File: src/hw/aibr_defines.vh
// Register offsets, field positions, reset values and codes for the mux and bias register bank.
`ifndef AIBR_DEFINES_VH
`define AIBR_DEFINES_VH

// Register offsets on the local register port.
`define AIBR_ADDR_INPUT_MUX_CONTROL_FIRST 4'h0
`define AIBR_ADDR_BIAS 4'h1
`define AIBR_ADDR_INPUT_MUX_CONTROL_SECOND 4'h2
`define AIBR_ADDR_SYSTEM_CONTROL_FIRST 4'h3

// Reset values.
`define AIBR_RST_INPUT_MUX_CONTROL_FIRST 8'h01
`define AIBR_RST_BIAS 8'h00
`define AIBR_RST_INPUT_MUX_CONTROL_SECOND 7'h00
`define AIBR_RST_SYSTEM_CONTROL_FIRST 7'h00

// Second mux control register fields.
`define AIBR_CLKSRC_BIT 7
`define AIBR_IREF_HI 6
`define AIBR_IREF_LO 5
`define AIBR_RSEL_HI 4
`define AIBR_RSEL_LO 3
`define AIBR_MON_HI 2
`define AIBR_MON_LO 0

// First mux control register fields.
`define AIBR_PSEL_HI 5
`define AIBR_PSEL_LO 3
`define AIBR_NSEL_HI 2
`define AIBR_NSEL_LO 0

// System control gain field.
`define AIBR_GAIN_HI 6
`define AIBR_GAIN_LO 4
`define AIBR_GAIN_UNITY 3'h0

// Internal reference control codes.
`define AIBR_IREF_OFF 2'h0
`define AIBR_IREF_ON 2'h1

// Reference select codes.
`define AIBR_RSEL_PAIR0 2'h0
`define AIBR_RSEL_PAIR1 2'h1
`define AIBR_RSEL_INT 2'h2
`define AIBR_RSEL_INT_OUT 2'h3

// Monitor select codes.
`define AIBR_MON_NORMAL 3'h0
`define AIBR_MON_OFFSET 3'h1
`define AIBR_MON_GAIN 3'h2
`define AIBR_MON_TEMP 3'h3
`define AIBR_MON_REF1 3'h4
`define AIBR_MON_REF0 3'h5
`define AIBR_MON_AVDD 3'h6
`define AIBR_MON_DVDD 3'h7

// Converter input source codes driven to the analog front end.
`define AIBR_SRC_CHANNELS 3'h0
`define AIBR_SRC_MIDSUPPLY 3'h1
`define AIBR_SRC_REFERENCE 3'h2
`define AIBR_SRC_TEMP 3'h3
`define AIBR_SRC_REF1_QTR 3'h4
`define AIBR_SRC_REF0_QTR 3'h5
`define AIBR_SRC_AVDD_QTR 3'h6
`define AIBR_SRC_DVDD_QTR 3'h7

`define AIBR_ZERO8 8'h00

// Number of outside levels that pass a synchroniser.
`define AIBR_SYNC_N 4

`endif

File: src/hw/aibr_sync2.v
// Two-flop synchroniser for a level arriving from outside the clock domain.
`timescale 1ns/1ps
module aibr_sync2 (
   // Clock and reset.
   input wire clk,
   input wire rst_b,
   // Level in and out.
   input wire async_in,
   output wire sync_out
);
   reg meta_q;
   reg sync_q;

   // The first stage is read only by the second stage.
   always @(posedge clk or negedge rst_b) begin
      if (!rst_b) begin
         meta_q <= 1'b0;
         sync_q <= 1'b0;
      end else begin
         meta_q <= async_in;
         sync_q <= meta_q;
      end
   end

   assign sync_out = sync_q;
endmodule

File: src/hw/aibr_regs.v
// Mux, bias, reference and system monitor control registers with monitor override logic.
//
// Summary of operation
// - Each bit of the bias register enables mid-supply bias on its analog input; all reset to 0.
// - Bit 7 of the second mux register reads 0 for internal oscillator and 1 for external clock.
// - Reference control 00 keeps the internal reference off (default) and 01 keeps it on.
// - Reference control 10/11 powers the reference during conversion; sleep or start low drop it.
// - Reference select 00 pair 0, 01 pair 1, 10 internal, 11 internal also driven onto pair 0.
// - Any non-normal monitor select overrides channel and bias selections; only 100 and 101 override reference select.
// - Monitor 000 is normal (default); 001 ties both converter inputs to mid-supply.
// - Monitor 010 applies the selected reference; 011 applies the temperature diode.
// - Monitors 100..111 apply a quarter of ref pair 1, ref pair 0, analog and digital supply.
// - Monitors 010..111 force gain 1; 000 and 001 use the stored gain.
// - Leaving the forcing monitors restores the stored gain, which is never overwritten.
// - After reset reference control, reference select and monitor read 0; clock flag is live.
// - Stored gain is bits 6..4 of system control, codes 0..7 for gains 1 to 128.
//
// Implementation choice: the plain strobed port.
`timescale 1ns/1ps
`include "aibr_defines.vh"
module aibr_regs #(
   parameter ADDR_W = 4,
   parameter CHAN_N = 8
) (
   // Clock and reset.
   input wire clk,
   input wire rst_b,
   // Register port.
   input wire [ADDR_W-1:0] reg_addr,
   input wire [7:0] reg_wdata,
   input wire reg_wr,
   input wire reg_rd,
   output reg [7:0] reg_rdata,
   // Device status inputs.
   input wire ext_clk_in_use,
   input wire conversion_active,
   input wire sleep_cmd,
   input wire start_pin,
   // Analog front end controls.
   output reg [CHAN_N-1:0] input_bias_enable,
   output reg [2:0] positive_channel_select,
   output reg [2:0] negative_channel_select,
   output reg [2:0] converter_input_source,
   output reg [1:0] reference_route,
   output reg ref_int_drive_pair_zero,
   output reg internal_ref_power,
   output reg [2:0] gain_amplifier,
   output reg monitor_override
);
   // ----------------------------------------------------------------
   // Storage
   // ----------------------------------------------------------------
   // Outside levels that each pass their own synchroniser: clock flag, start,
   // conversion and sleep.
   localparam SYNC_N = `AIBR_SYNC_N;
   // Reset image of the first mux register; the channel select outputs reset to its
   // fields so that the pins and the register agree from the first edge.
   localparam [7:0] INPUT_MUX_CONTROL_FIRST_RST = `AIBR_RST_INPUT_MUX_CONTROL_FIRST;
   reg [7:0] input_mux_control_first_q;
   reg [CHAN_N-1:0] bias_q;
   reg [6:0] input_mux_control_second_q;
   reg [6:0] system_control_first_q;
   reg ref_follow_q;
   reg [7:0] rdata_d;
   wire ext_clk_s;
   wire start_s;
   wire conv_s;
   wire sleep_s;
   wire [2:0] mon;
   wire [1:0] iref;
   wire [1:0] rsel;
   wire [SYNC_N-1:0] lvl_async;
   wire [SYNC_N-1:0] lvl_sync;
   genvar g;

   // Returns true for monitor codes that force unity gain.
   function gain_forced;
      input [2:0] code;
      begin
         gain_forced = (code != `AIBR_MON_NORMAL) && (code != `AIBR_MON_OFFSET);
      end
   endfunction

   // Returns true for any monitor code other than normal operation.
   // Used by both the override flag and the bias gate so they never disagree.
   function mon_active;
      input [2:0] code;
      begin
         mon_active = (code != `AIBR_MON_NORMAL);
      end
   endfunction

   // Returns true for the two quarter-reference monitors.
   // These take the reference path away from the reference select field.
   function ref_monitor;
      input [2:0] code;
      begin
         ref_monitor = (code == `AIBR_MON_REF0) || (code == `AIBR_MON_REF1);
      end
   endfunction

   // Pins and outside levels pass two flops before use, one synchroniser per level.
   // Only the second flop of each pair is read, so a metastable first stage never
   // reaches the register or follow logic.
   assign lvl_async = {sleep_cmd, conversion_active, start_pin, ext_clk_in_use};
   generate
      for (g = 0; g < SYNC_N; g = g + 1) begin : g_sync
         aibr_sync2 u_aibr_sync2 (
            .clk(clk),
            .rst_b(rst_b),
            .async_in(lvl_async[g]),
            .sync_out(lvl_sync[g])
         );
      end
   endgenerate

   // Unpack in the order the levels were packed above.
   assign ext_clk_s = lvl_sync[0];
   assign start_s = lvl_sync[1];
   assign conv_s = lvl_sync[2];
   assign sleep_s = lvl_sync[3];

   assign mon = input_mux_control_second_q[`AIBR_MON_HI:`AIBR_MON_LO];
   assign iref = input_mux_control_second_q[`AIBR_IREF_HI:`AIBR_IREF_LO];
   assign rsel = input_mux_control_second_q[`AIBR_RSEL_HI:`AIBR_RSEL_LO];

   // ----------------------------------------------------------------
   // Register writes
   // ----------------------------------------------------------------
   // Software writes; gain is stored separately so monitor forcing never loses it.
   always @(posedge clk or negedge rst_b) begin
      if (!rst_b) begin
         input_mux_control_first_q <= `AIBR_RST_INPUT_MUX_CONTROL_FIRST;
         bias_q <= {CHAN_N{1'b0}};
         input_mux_control_second_q <= `AIBR_RST_INPUT_MUX_CONTROL_SECOND;
         system_control_first_q <= `AIBR_RST_SYSTEM_CONTROL_FIRST;
      end else if (reg_wr) begin
         case (reg_addr)
            `AIBR_ADDR_INPUT_MUX_CONTROL_FIRST: begin
               input_mux_control_first_q <= reg_wdata;
            end
            `AIBR_ADDR_BIAS: begin
               bias_q <= reg_wdata[CHAN_N-1:0];
            end
            `AIBR_ADDR_INPUT_MUX_CONTROL_SECOND: begin
               input_mux_control_second_q <= reg_wdata[6:0];
            end
            `AIBR_ADDR_SYSTEM_CONTROL_FIRST: begin
               system_control_first_q <= reg_wdata[6:0];
            end
            default: begin
               input_mux_control_first_q <= input_mux_control_first_q;
            end
         endcase
      end
   end

   // ----------------------------------------------------------------
   // Reference power follow state
   // ----------------------------------------------------------------
   // In follow mode the reference comes up with a conversion and drops on sleep or start low.
   always @(posedge clk or negedge rst_b) begin
      if (!rst_b) begin
         ref_follow_q <= 1'b0;
      end else if (sleep_s || !start_s) begin
         ref_follow_q <= 1'b0;
      end else if (conv_s) begin
         ref_follow_q <= 1'b1;
      end
   end

   // ----------------------------------------------------------------
   // Read data
   // ----------------------------------------------------------------
   // Read mux; the clock flag is the live synchronised status, unmapped reads give zero.
   always @* begin
      rdata_d = `AIBR_ZERO8;
      if (reg_rd) begin
         case (reg_addr)
            `AIBR_ADDR_INPUT_MUX_CONTROL_FIRST: begin
               rdata_d = input_mux_control_first_q;
            end
            `AIBR_ADDR_BIAS: begin
               rdata_d = bias_q;
            end
            `AIBR_ADDR_INPUT_MUX_CONTROL_SECOND: begin
               rdata_d = {ext_clk_s, input_mux_control_second_q};
            end
            `AIBR_ADDR_SYSTEM_CONTROL_FIRST: begin
               rdata_d = {1'b0, system_control_first_q};
            end
            default: begin
               rdata_d = `AIBR_ZERO8;
            end
         endcase
      end
   end

   // Read data stands only in the cycle after the strobe.
   always @(posedge clk or negedge rst_b) begin
      if (!rst_b) begin
         reg_rdata <= `AIBR_ZERO8;
      end else begin
         reg_rdata <= rdata_d;
      end
   end

   // ----------------------------------------------------------------
   // Front end controls with monitor override
   // ----------------------------------------------------------------
   // Every front end output is a flop, so a register write reaches the analog side
   // one edge after the register takes it. Each group has its own process so that
   // an output's reset value and override can be read off in one place.

   // Channel selects are registered copies of the first mux register. While a monitor
   // is active the analog side takes its inputs from converter_input_source instead.
   always @(posedge clk or negedge rst_b) begin
      if (!rst_b) begin
         positive_channel_select <= INPUT_MUX_CONTROL_FIRST_RST[`AIBR_PSEL_HI:`AIBR_PSEL_LO];
         negative_channel_select <= INPUT_MUX_CONTROL_FIRST_RST[`AIBR_NSEL_HI:`AIBR_NSEL_LO];
      end else begin
         positive_channel_select <= input_mux_control_first_q[`AIBR_PSEL_HI:`AIBR_PSEL_LO];
         negative_channel_select <= input_mux_control_first_q[`AIBR_NSEL_HI:`AIBR_NSEL_LO];
      end
   end

   // Override flag and bias enables. The bias stays off under any monitor code so an
   // offset or supply measurement is never pulled by an input bias.
   always @(posedge clk or negedge rst_b) begin
      if (!rst_b) begin
         monitor_override <= 1'b0;
         input_bias_enable <= {CHAN_N{1'b0}};
      end else begin
         monitor_override <= mon_active(mon);
         if (mon_active(mon)) begin
            input_bias_enable <= {CHAN_N{1'b0}};
         end else begin
            input_bias_enable <= bias_q;
         end
      end
   end

   // Converter input source follows the monitor code one for one; normal operation
   // hands the inputs back to the channel selects.
   always @(posedge clk or negedge rst_b) begin
      if (!rst_b) begin
         converter_input_source <= `AIBR_SRC_CHANNELS;
      end else begin
         case (mon)
            `AIBR_MON_NORMAL: converter_input_source <= `AIBR_SRC_CHANNELS;
            `AIBR_MON_OFFSET: converter_input_source <= `AIBR_SRC_MIDSUPPLY;
            `AIBR_MON_GAIN: converter_input_source <= `AIBR_SRC_REFERENCE;
            `AIBR_MON_TEMP: converter_input_source <= `AIBR_SRC_TEMP;
            `AIBR_MON_REF1: converter_input_source <= `AIBR_SRC_REF1_QTR;
            `AIBR_MON_REF0: converter_input_source <= `AIBR_SRC_REF0_QTR;
            `AIBR_MON_AVDD: converter_input_source <= `AIBR_SRC_AVDD_QTR;
            default: converter_input_source <= `AIBR_SRC_DVDD_QTR;
         endcase
      end
   end

   // Reference routing. The quarter-reference monitors take over the reference path
   // and keep the internal reference off the pair 0 pins while those are measured.
   always @(posedge clk or negedge rst_b) begin
      if (!rst_b) begin
         reference_route <= `AIBR_RSEL_PAIR0;
         ref_int_drive_pair_zero <= 1'b0;
      end else begin
         case (mon)
            `AIBR_MON_REF1: reference_route <= `AIBR_RSEL_PAIR1;
            `AIBR_MON_REF0: reference_route <= `AIBR_RSEL_PAIR0;
            default: reference_route <= rsel;
         endcase
         ref_int_drive_pair_zero <= (rsel == `AIBR_RSEL_INT_OUT) && !ref_monitor(mon);
      end
   end

   // Reference power from the control field. The follow codes take the state kept by
   // the follow process, so the reference comes up with a conversion and stays on until sleep or start low.
   always @(posedge clk or negedge rst_b) begin
      if (!rst_b) begin
         internal_ref_power <= 1'b0;
      end else begin
         case (iref)
            `AIBR_IREF_OFF: internal_ref_power <= 1'b0;
            `AIBR_IREF_ON: internal_ref_power <= 1'b1;
            default: internal_ref_power <= ref_follow_q;
         endcase
      end
   end

   // Gain is forced to unity for the forcing monitors. The stored code in system_control_first_q is
   // never touched here, so leaving a forcing monitor brings the user's gain back.
   always @(posedge clk or negedge rst_b) begin
      if (!rst_b) begin
         gain_amplifier <= `AIBR_GAIN_UNITY;
      end else if (gain_forced(mon)) begin
         gain_amplifier <= `AIBR_GAIN_UNITY;
      end else begin
         gain_amplifier <= system_control_first_q[`AIBR_GAIN_HI:`AIBR_GAIN_LO];
      end
   end
endmodule

File: config.mk
export PLATFORM = sky130hd
export DESIGN_NAME = aibr_regs
export DESIGN_NICKNAME = d
export VERILOG_FILES = /design/src/hw/aibr_sync2.v /design/src/hw/aibr_regs.v
export VERILOG_INCLUDE_DIRS = /design/src /design/src/hw
export SDC_FILE = /design/constraint.sdc
export NUM_CORES = 1
export LEC_CHECK = 0
export BUFFER_PORTS_ARGS = -buffer_cell sky130_fd_sc_hd__buf_2
export CORE_ASPECT_RATIO = 0.5
export CORE_MARGIN = 5
export CORE_UTILIZATION = 48
export DETAILED_ROUTE_END_ITERATION = 10
export GPL_ROUTABILITY_DRIVEN = 0
export GPL_TIMING_DRIVEN = 0
export PLACE_DENSITY_LB_ADDON = 0.25
export RECOVER_POWER = 50
export SYNTH_ARGS = -nofsm -noshare
export SYNTH_HDL_FRONTEND = slang
export SYNTH_HIERARCHICAL = 1
export SYNTH_SLANG_ARGS = --single-unit
File: constraint.sdc
create_clock -name clk -period 1.05 [get_ports clk]
set_input_delay 0.315 -clock clk [delete_from_list [all_inputs] [get_ports clk]]
set_output_delay 0.315 -clock clk [all_outputs]
set_load 0.02 [all_outputs]
# Word-level counts from Yosys, hierarchy flattened
# Index checks and enable logic that the tools add are counted.
dict set report op_classes {
  n_reduce_logical 15
  eq_ne 12
  mux 9
}
# operator n
set ops {}
lappend ops {{8-bit one-hot mux with 4 select lines} 1}
lappend ops {{3-bit one-hot mux with 7 select lines} 1}
lappend ops {{8-bit two-way mux} 2}
lappend ops {{3-bit == test, second input constant} 3}
lappend ops {{4-bit by 2-bit == test with 1-bit output, second input constant} 2}
lappend ops {{2-bit AND reduction} 4}
lappend ops {{3-bit by 2-bit == test with 1-bit output, second input constant} 2}
lappend ops {{4-bit by 1-bit == test with 1-bit output, second input constant} 1}
lappend ops {{4-bit logical NOT} 1}
lappend ops {{2-bit one-hot mux with 2 select lines} 1}
lappend ops {{3-bit by 1-bit == test with 1-bit output, second input constant} 1}
lappend ops {{3-bit logical NOT} 1}
lappend ops {{3-bit two-way mux} 1}
lappend ops {{3-bit by 1-bit inequality test with 1-bit output, second input constant} 1}
lappend ops {{3-bit nonzero test} 1}
lappend ops {{2-bit by 1-bit == test with 1-bit output, second input constant} 1}
lappend ops {{2-bit == test, second input constant} 1}
lappend ops {{1-bit logical AND} 2}
lappend ops {{1-bit logical NOT} 2}
lappend ops {{2-bit logical NOT} 1}
lappend ops {{1-bit logical OR} 2}
lappend ops {{1-bit two-way mux} 2}
lappend ops {{1-bit one-hot mux with 2 select lines} 1}
lappend ops {{2-bit nonzero test} 1}
dict set report totals {
  output_inout_bits 33
  wordCells 59
  register_bits 72
  input_bits 20
}

# Logic depth before layout (Yosys ltp)
# Gate-level depths: netlist of the first run.
dict set report depth {
  word_depth 4
  depth_mapped 5
  depth_no_buf 3
}

# Modules after synthesis
# Netlist of the first run, hierarchy kept.
# module n_inst cells_per_inst area_per_inst_um2 seq_area_each_um2
set by_module_without_submodules {}
lappend by_module_without_submodules {aibr_regs 1 166 2468.6 1604.0}
lappend by_module_without_submodules {aibr_sync2 4 2 50.0 50.0}

# Worst setup path after synthesis of the first run
# OpenSTA, ideal clock, no wires.
dict set report synth_path {
  kind {input to register}
  from {input port reg_addr[1]}
  to {register input_mux_control_first_q[1]}
  setup_ns 0.125
  slack_ns -0.269
  t_required_ns 0.925
  stages 4
  arrival_time_ns 1.194
  n_path_buf 2
  path_cell_list {buf_6 > and4bb_2 > buf_2 > mux2_2}
}
dict set report synth_via {
  elab_chain_cells 2
}
# item line
set synth_lines {}
lappend synth_lines {{start: declaration} aibr_regs.v:29} ;# input wire [ADDR_W-1:0] reg_addr,
lappend synth_lines {{4-bit logical NOT} aibr_regs.v:138} ;# case (reg_addr)
lappend synth_lines {{2-bit AND reduction (no source line)} --}
lappend synth_lines {{end signal: assignment} aibr_regs.v:133} ;# input_mux_control_first_q <= `AIBR_RST_INPUT_MUX_CONTROL_FIRST;
lappend synth_lines {{end signal: assignment} aibr_regs.v:140} ;# input_mux_control_first_q <= reg_wdata;
lappend synth_lines {{end signal: assignment} aibr_regs.v:152} ;# input_mux_control_first_q <= input_mux_control_first_q;
lappend synth_lines {{end: declaration} aibr_regs.v:59} ;# reg [7:0] input_mux_control_first_q;
# Every way passes these cells.
# A chain may end at the register's enable or synchronous reset.

# Worst setup path in the final report of the first run
dict set report layout_path {
  from {register negative_channel_select[0]}
  to {output port negative_channel_select[0]}
}
# item line
set layout_rtl {}
lappend layout_rtl {{start: declaration} aibr_regs.v:42} ;# output reg [2:0] negative_channel_select,
lappend layout_rtl {{start signal: assignment} aibr_regs.v:220} ;# negative_channel_select <= INPUT_MUX_CONTROL_FIRST_RST[`AIBR_NSEL_HI:`AIBR_NSEL_LO];
lappend layout_rtl {{start signal: assignment} aibr_regs.v:223} ;# negative_channel_select <= input_mux_control_first_q[`AIBR_NSEL_HI:`AIBR_NSEL_LO];
# No word-level cell between the ends.

==> impl_metrics.yaml, run 1 <==
status:
  outcome: "finished, violations left"
  violations: "setup timing"
synthesis:
  postSynthCellCount: 174
  yosys.area.top_type_share_pct: 65.6
  syn-num-nets: 194
  ys.flop_type: "dfrtp_1"
  synth-edff-count: 0
  synthTopCellsByArea: "dfrtp_1 (66%), mux2_2 (13%), mux2i_1 (5.6%), and2_1 (2.8%), and3_1 (2.1%)"
  synth.cell_area_mm2: 0.00267
  syn_avg_cell_area_um2: 15.3
  async_flop_share_pct: 100
  yosys.cell_types.count: 25
  ys_seq_area_share_pct: 67.6
  ys_ff_latch: 72
  synth_top_cell_by_area: "dfrtp_1"
  yosysWarningCount: 6
worst_setup_path:
  path_delay_family: "flip-flops"
  crit_buf_inv: 1
  cp.depth: 1
  max_stage_delay_ns: 0.53
  arrival_ns: 0.98
  cp_cell_sequence: "buf_6"
  crit_path_max_fanout: 1
  end_kind: "output pin"
  reg2reg_depth: 3
  start_kind: "flip-flop"
  critPathSlowestCell: "dfstp_2"
  worst-setup-path-type: "reg2out"
  required_ns: 0.73
die:
  fp.dieH_um: 62.7
  start_util_pct: 49.0
  core_region_area_mm2: 0.00544
  die_x_um: 115
  num_rows: 19
  pin_count: 53
  fp.dieArea_mm2: 0.00724
placed_design:
  io_buffers: 51
  dp_hpwl_um: 3450
  placed_cells_incl_taps: 298
flow_run:
  cap_violations: 0
min_path:
  hold_class: "in2reg"
  hold_depth: 1
pwr:
  combinationalPowerShare_pct: 21.7
  switching_share_pct: 27.0
  p_sw_w: 0.00208
  vdd_ir_drop_max_mv: 1.16
  intPower_w: 0.00564
  pwr_density_cell_mw_per_mm2: 2100
  clkPwrFrac_pct: 31.6
  seq_power_share_pct: 46.7
  p_leak_nw: 1.80
final_layout:
  fin_nets: 265
  syn2layout_area_growth_pct: 37.9
  drive_gt1_share_pct: 49.6
  layout_commonest_cell: "dfrtp_1"
  layout_common_cells: "dfrtp_1 (69), buf_6 (37), mux2_2 (16), buf_2 (16)"
  fin_util_pct: 67.6
  antennaDiodeCount: 0
  fin_cells: 323
clock_network:
  clk_pin_slew_ns: 0.08
  cts_root_buf: "clkbuf_8"
  clockBufferDepth: 2
  cts_tree: "built"
  insertion_delay_ns: 0.34
  ctsHtreeMaxLevel: 3
  numCtsBuffers: 9
  cts.sinks: 72
timing:
  fin_setup_tns_ns: -3.83
  slew_headroom_pct: 36.0
  tightest_slew_ns: 0.960
  setup_viol: 33
  rsz0062_at_grt: "true"
  worst_slack_ns: -0.242
  maxSlewViolCount: 0
  min_period_ns: 1.29
  hold_viol: 0
  layout_worst_path_cycle_share_pct: 123
  clock.fmax_mhz: 774
  final.setup_skew_ns: 0.00645
grt:
  grt_start_max_net_pins: 73
  grt.total_usage_pct: 16.4
  grt_overflow: 0
  grt_pass1_wl_um: 9030
  antenna_found_initial: 0
  grt_pass1_vias: 1794
routing:
  vias: 1609
  firstDrtPassIters: 4
  drt_iter0_drc: 76
  ant_nets: 0
  drc: 0
  wl_per_cell_um: 16.9
  avgViaCountPerCell: 4.98
  wl_um: 5440
==> worst paths after layout <==
check | from | endpoint | slack [ns]
worst min register to register | g_sync[2].u_aibr_sync2/meta_q | g_sync[2].u_aibr_sync2/sync_out | 0.35
max in group asynchronous | rst_b | input_mux_control_second_q[0] | 0.24
worst max register to register | input_mux_control_second_q[1] | reg_rdata[1] | 0.03
worst min-delay path | start_pin | g_sync[1].u_aibr_sync2/meta_q | 0.07
worst max-delay path | negative_channel_select[0] | negative_channel_select[0] | -0.24
min in group asynchronous | rst_b | positive_channel_select[1] | 0.15
==> metal layers <==
metal	global-route usage [%]	routed length, µm	vias to the layer above
met4	5.71	38	0
met3	5.42	249	5
met1	21.4	2450	826
met2	25.8	2710	29
met5	0	0	-
li1	-	-	749
==> flip-flops by register name, indices dropped and copies added, names as in the netlist, 2 cells and up <==
register	count
positive_channel_select	3
negative_channel_select	3
converter_input_source	3
input_bias_enable	8
g_sync.u_aibr_sync2/meta_q	4
g_sync.u_aibr_sync2/sync_out	4
reg_rdata	8
system_control_first_q	7
input_mux_control_first_q	8
gain_amplifier	3
bias_q	8
input_mux_control_second_q	7
reference_route	2
==> power by group through the flow <==
stage / Sequential [W] / Clock (W) / Combinational [W]
finish: 0.00361 / 0.00244 / 0.00168
global route: 0.00368 / 0.00261 / 0.00180
CTS: 0.00361 / 0.00249 / 0.00160
detailed placement: 0.00360 / 0 / 0.00130
global placement: 0.00357 / 0 / 0.00127
floorplan: 0.00380 / 0 / 0.000601
==> Yosys cell counts, drive strengths merged, types with 2 or more instances <==
library cell	count
clkbuf	3
and3	9
o21ai	2
buf	8
dfrtp	70
dfstp	2
and2	12
mux2	31
o22ai	7
nor2	3
mux2i	15
==> kinds of logic after synthesis <==
kind of cell / Yosys count / share of synthesized area [%]
buf+inv: 12 / 2.72
mux: 46 / 18.7
simple gates: 35 / 8.95
compound gates: 9 / 2.02
flops: 72 / 67.6
==> per-stage QoR <==
step                cell area, µm²  total power [W]  worst slack [ns]  hold WS, ns
finish                        3680          0.00773            -0.242       0.0742
global route                  3680          0.00808            -0.275       0.0562
CTS                           3620          0.00769            -0.257       0.0573
detailed placement            3100          0.00490            -0.546        0.336
global placement              3100          0.00484            -0.643        0.332
floorplan                     2750          0.00440            -0.217       0.0194
==> area by class of cell <==
| cell class | count | area, µm² |
|---|---|---|
| buffer | 11 | 121 |
| clock buffer | 10 | 138 |
| clock inverter | 6 | 91.3 |
| fill | 381 | 1760 |
| inverter | 1 | 3.75 |
| multi-input combinational | 90 | 887 |
| sequential | 72 | 1810 |
| tap | 73 | 91.3 |
| timing repair buffer | 60 | 542 |
==> timing repair <==
action / in CTS / in global routing
hold buffers: 0 / 0
buffers inserted: 7 / 2
gates resized for setup: 72 / 14
cloned: 0 / 0
endpoints found under the setup margin: 67 / 58
pin swaps: 2 / 2
Note: power is estimated with default switching activity, not from simulation.
==> inputs of run 2 (changes only) <==
BUFFER_PORTS_ARGS = not set   (was -buffer_cell sky130_fd_sc_hd__buf_2)
CORE_UTILIZATION = 55   (was 48)
DONT_BUFFER_PORTS = 1   (was not set)
SYNTH_HIERARCHICAL = not set   (was 1)
==> run 2 against run 1 <==
The run ends with hold timing, setup timing left. Flip-flop and latch count stayed put. Non-clock buffer count is 52 lower. Worst setup slack better by 0.056 ns. Count of clock-buffer cells in the layout stayed put. Routed wire length is 6.6% lower. Critical endpoint unchanged. Largest cell class unchanged. Largest power group unchanged. Highest routed layer unchanged.
==> impl_metrics.yaml, run 2 <==
routing:
  top_layer_used: "met4"
  drc: 0
  avgViaCountPerCell: 5.42
  drt_iter0_drc: 65
  vias: 1430
  firstDrtPassIters: 4
  wl_per_cell_um: 19.3
  ant_nets: 0
  wl_met2_um: 2350
  wl_met3_um: 387
  wl_um: 5080
  met1_length_um: 2240
synthesis:
  synth_commonest_cells: "dfrtp_1 (70), mux2_2 (31), mux2i_1 (15), and2_1 (12), and3_1 (9)"
  syn_avg_cell_area_um2: 15.3
  synth-edff-count: 0
  yosysWarningCount: 0
  synth_top_family_by_area: "multiplexers"
  yosys.area.top_type_share_pct: 65.6
  synth_compound_area_share_pct: 2.02
  synth.cell_area_mm2: 0.00267
  synthTopCellsByArea: "dfrtp_1 (66%), mux2_2 (13%), mux2i_1 (5.6%), and2_1 (2.8%), and3_1 (2.1%)"
  ys_seq_area_share_pct: 67.6
  synth.most_common_cell: "dfrtp_1"
  synth-simple-area-share_pct: 8.95
  ys.flop_type: "dfrtp_1"
  async_flop_share_pct: 100
  syn-num-nets: 194
  postSynthCellCount: 174
  synth.mux.area_fraction_pct: 18.7
  yosys.area_share.adder_pct: 0
  synth_top_cell_by_area: "dfrtp_1"
  ys_ff_latch: 72
  synth-xor-area-share_pct: 0
  yosys.cell_types.count: 25
timing:
  layout_worst_path_cycle_share_pct: 118
  min_period_ns: 1.24
  hold_viol: 72
  final.setup_skew_ns: 0.00681
  maxSlewViolCount: 0
  rsz0062_at_grt: "true"
  setup_viol: 33
  worst_slack_ns: -0.186
  fin_setup_tns_ns: -1.83
  slew_headroom_pct: 84.6
  clock.fmax_mhz: 809
  hold_ws_ns: -0.341
  tightest_slew_ns: 0.230
final_layout:
  fillers: 301
  seqCellArea_mm2: 0.00184
  antennaDiodeCount: 0
  layout_common_cells: "dfrtp_1 (38), dfrtp_2 (32), mux2_2 (21), mux2i_1 (15)"
  fin_cells: 264
  fin_area_mm2: 0.00321
  fin_nets: 213
  drive_gt1_share_pct: 50.5
  fin_util_pct: 70.4
  layout_commonest_cell: "dfrtp_1"
  syn2layout_area_growth_pct: 20.1
  multi_input_area_um2: 863
grt:
  grt_pass1_vias: 1562
  grt_pass1_wl_um: 8470
  grt.total_usage_pct: 18.2
  grt_overflow: 0
  antenna_found_initial: 0
  grt_start_max_net_pins: 73
worst_setup_path:
  end_kind: "output pin"
  required_ns: 0.73
  crit_path_max_fanout: 1
  worst-setup-path-type: "reg2out"
  arrival_ns: 0.92
  r2r_slack_ns: 0.04
  start_kind: "flip-flop"
die:
  die_x_um: 109
  pin_count: 53
  start_util_pct: 58.6
  core_region_area_mm2: 0.00455
  num_rows: 17
  fp.dieArea_mm2: 0.00643
  fp.dieH_um: 59.3
clock_network:
  cts_tree: "built"
  clockBufferDepth: 2
  ctsHoldBuffers: 4
  cts_root_buf: "clkbuf_8"
  numCtsBuffers: 9
  ctsHtreeMaxLevel: 3
  cts.sinks: 72
  insertion_delay_ns: 0.34
  clk_pin_slew_ns: 0.08
placed_design:
  postPlaceCellArea_mm2: 0.00284
  io_buffers: 0
  dp_hpwl_um: 3270
  placed_cells_incl_taps: 240
pwr:
  pwr_density_cell_mw_per_mm2: 2220
  vdd_ir_drop_max_mv: 1.29
  p_leak_nw: 1.47
flow_run:
  cap_violations: 0
status:
  violations: "hold timing, setup timing"
  outcome: "finished, violations left"
min_path:
  hold_class: "in2async"
## run 2: cell counts after synthesis
Identical to the previous run, type by type.
## run 2: timing repair
item	4_1_cts	5_1_grt
endpoints found under the setup margin	56	56
hold endpoints to repair	76	72
pin swaps	1	1
resized for setup	23	17
cloned	0	0
setup buffers	2	2
## run 2: layer usage
| metal | vias up | global-route usage [%] |
|---|---|---|
| li1 | 645 | - |
| met1 | 726 | 23.4 |
| met2 | 48 | 27.2 |
| met3 | 11 | 8.49 |
| met4 | 0 | 6.65 |
| met5 | - | 0 |
## run 2: kinds of logic (layout without fill, tap and decap cells)
kind of cell / count (synthesis) / count (layout)
buffers and inverters: 12 / 36
AOI/OAI and AO/OA: 9 / 9
DFF: 72 / 72
muxes: 46 / 46
and+or+nand+nor: 35 / 35
## run 2: layout make-up
cell class / count / share of cell area [%]
Sequential cell: 72 / 57.5
Clock inverter: 6 / 2.58
Timing Repair Buffer: 8 / 2.42
Inverter: 1 / 0.117
Buffer: 11 / 3.55
Tap cell: 66 / 2.58
Clock buffer: 10 / 4.29
Multi-Input combinational cell: 90 / 26.9
## run 2: metrics by stage
stage	total power (W)	hold slack (ns)	setup slack, ns
final	0.00710	-0.341	-0.186
after global routing	0.00744	-0.371	-0.224
after CTS	0.00706	-0.355	-0.203
after detailed placement	0.00462	0.0210	-0.444
after global placement	0.00456	0.0209	-0.426
after floorplan	0.00440	0.0194	-0.217
## run 2: worst paths after layout
kind,from,end,cells past startpoint
worst max-delay path,negative_channel_select[0],negative_channel_select[0],0
worst min-delay path,rst_b,reg_rdata[2],0
worst max register to register,input_mux_control_second_q[2],input_bias_enable[6],3
worst min register to register,g_sync[0].u_aibr_sync2.meta_q,g_sync[0].u_aibr_sync2.sync_out,0
max in group asynchronous,rst_b,input_mux_control_first_q[0],0
min in group clk,reg_wdata[7],input_mux_control_first_q[7],1
## run 2: report_power, final
group | switching [W] | total, W | internal [W] | leakage, nW
clock network | 0.000993 | 0.00238 | 0.00139 | 0.112
logic | 0.000284 | 0.000817 | 0.000533 | 0.500
registers | 0.000584 | 0.00390 | 0.00332 | 0.857
total | 0.00186 | 0.00710 | 0.00524 | 1.47
==> inputs of run 3 (changes only) <==
CORE_ASPECT_RATIO = not set   (was 0.5)
==> run 3 against run 2 <==
The run still ends with hold timing, setup timing left. Worst hold slack better by 0.0071 ns. Routed wire length up 0.31%. Sequential share of layout area up 0.75 points. Critical path type unchanged. Final cell count down 0.38%. Count of clock-buffer cells in the layout up 4. Register-to-register slack about the same. Largest cell class unchanged. Core utilization down 3.6 points.
==> impl_metrics.yaml, run 3 (synthesized netlist as in run 2, its figures left out) <==
status:
  outcome: "finished, violations left"
  violations: "hold timing, setup timing"
grt:
  grt_pass1_wl_um: 8150
  grt_overflow: 0
  antenna_found_initial: 0
  grt.total_usage_pct: 18.0
  grt_start_max_net_pins: 73
  grt_pass1_vias: 1497
die:
  pin_count: 53
  num_rows: 25
  fp.dieArea_mm2: 0.00635
  fp.dieH_um: 79.7
  die_x_um: 79.7
  start_util_pct: 56.5
  core_region_area_mm2: 0.00472
timing:
  hold_viol: 72
  tightest_slew_ns: 0.161
  hold_ws_ns: -0.334
  worst_slack_ns: -0.176
  maxSlewViolCount: 0
  rsz0062_at_grt: "true"
  final.setup_skew_ns: 0.0124
  min_period_ns: 1.23
  slew_headroom_pct: 88.9
  clock.fmax_mhz: 816
  setup_viol: 33
  layout_worst_path_cycle_share_pct: 117
final_layout:
  fillers: 322
  layout_common_cells: "dfrtp_1 (41), dfrtp_2 (29), mux2_2 (21), mux2i_1 (15), clkbuf_8 (12)"
  antennaDiodeCount: 0
  drive_gt1_share_pct: 47.4
  fin_util_pct: 66.9
  layout_commonest_cell: "dfrtp_1"
  syn2layout_area_growth_pct: 18.3
  fin_nets: 211
  fin_cells: 263
routing:
  ant_nets: 0
  avgViaCountPerCell: 5.48
  drc: 0
  vias: 1440
  drt_iter0_drc: 103
  wl_um: 5100
  wl_per_cell_um: 19.4
  firstDrtPassIters: 4
pwr:
  p_leak_nw: 1.45
  vdd_ir_drop_max_mv: 1.05
  pwr_density_cell_mw_per_mm2: 2120
worst_setup_path:
  required_ns: 0.73
  crit_path_max_fanout: 1
  end_kind: "output pin"
  arrival_ns: 0.91
  worst-setup-path-type: "reg2out"
  start_kind: "flip-flop"
clock_network:
  ctsHtreeMaxLevel: 3
  ctsHoldBuffers: 4
  numCtsBuffers: 9
  insertion_delay_ns: 0.34
  cts.sinks: 72
  cts_root_buf: "clkbuf_8"
  clockBufferDepth: 2
  cts_tree: "built"
  clk_pin_slew_ns: 0.08
min_path:
  hold_class: "in2async"
flow_run:
  cap_violations: 0
placed_design:
  placed_cells_incl_taps: 241
  io_buffers: 0
  dp_hpwl_um: 3360
run 3: routing by layer:
layer	GRT usage, %	up-vias	share of wire (%)	wire length, µm
met5	0	-	0	0
met4	8.59	0	1.4	72
met3	7.00	9	7.6	385
met2	28.1	47	51	2600
met1	21.7	740	40	2050
li1	-	644	-	-
run 3: stage by stage:
| step | TNS, ns | instance area, µm² | hold WS, ns | worst slack, ns | total power (W) |
|---|---|---|---|---|---|
| after floorplan | -7.29 | 2750 | 0.0194 | -0.217 | 0.00440 |
| after global placement | -13.29 | 2840 | 0.0215 | -0.405 | 0.00456 |
| after detailed placement | -15.28 | 2840 | 0.0214 | -0.476 | 0.00462 |
| after CTS | -2.21 | 3130 | -0.349 | -0.192 | 0.00671 |
| after global routing | -2.74 | 3160 | -0.364 | -0.208 | 0.00701 |
| final | -1.67 | 3160 | -0.334 | -0.176 | 0.00670 |
run 3: final timing paths:
| path | slack (ns) | startpoint | to | cells after the start |
|---|---|---|---|---|
| max in group asynchronous | 1.18 | rst_b | input_mux_control_first_q[0] | 0 |
| worst min register to register | 0.35 | g_sync[0].u_aibr_sync2.meta_q | g_sync[0].u_aibr_sync2.sync_out | 0 |
| worst min-delay path | -0.33 | rst_b | system_control_first_q[0] | 0 |
| worst max-delay path | -0.18 | negative_channel_select[0] | negative_channel_select[0] | 0 |
| worst max register to register | 0.03 | input_mux_control_second_q[2] | input_bias_enable[6] | 3 |
| min in group clk | 0.12 | reg_wdata[6] | input_mux_control_first_q[6] | 1 |
run 3: what timing repair did:
action	CTS	global route
gates resized for setup	23	12
buffers inserted	1	1
setup endpoints to repair	56	45
cloned	0	0
pin swaps	1	1
hold endpoints to repair	76	72
run 3: area by class of cell:
class                           count  area, µm²  area share, %
Sequential cell                    72       1840           58.3
Multi-Input combinational cell     90        863           27.3
Clock buffer                       14        173           5.47
Buffer                             11        114           3.61
Tap cell                           67       83.8           2.65
Timing Repair Buffer                6       67.6           2.14
Clock inverter                      2       12.5          0.396
Inverter                            1       3.75          0.119
run 3: power by group:
part / leakage, nW / internal, W / switching (W) / total, W
Sequential: 0.863 / 0.00332 / 0.000588 / 0.00391
Combinational: 0.491 / 0.000520 / 0.000278 / 0.000798
Clock: 0.0927 / 0.00105 / 0.000946 / 0.00200
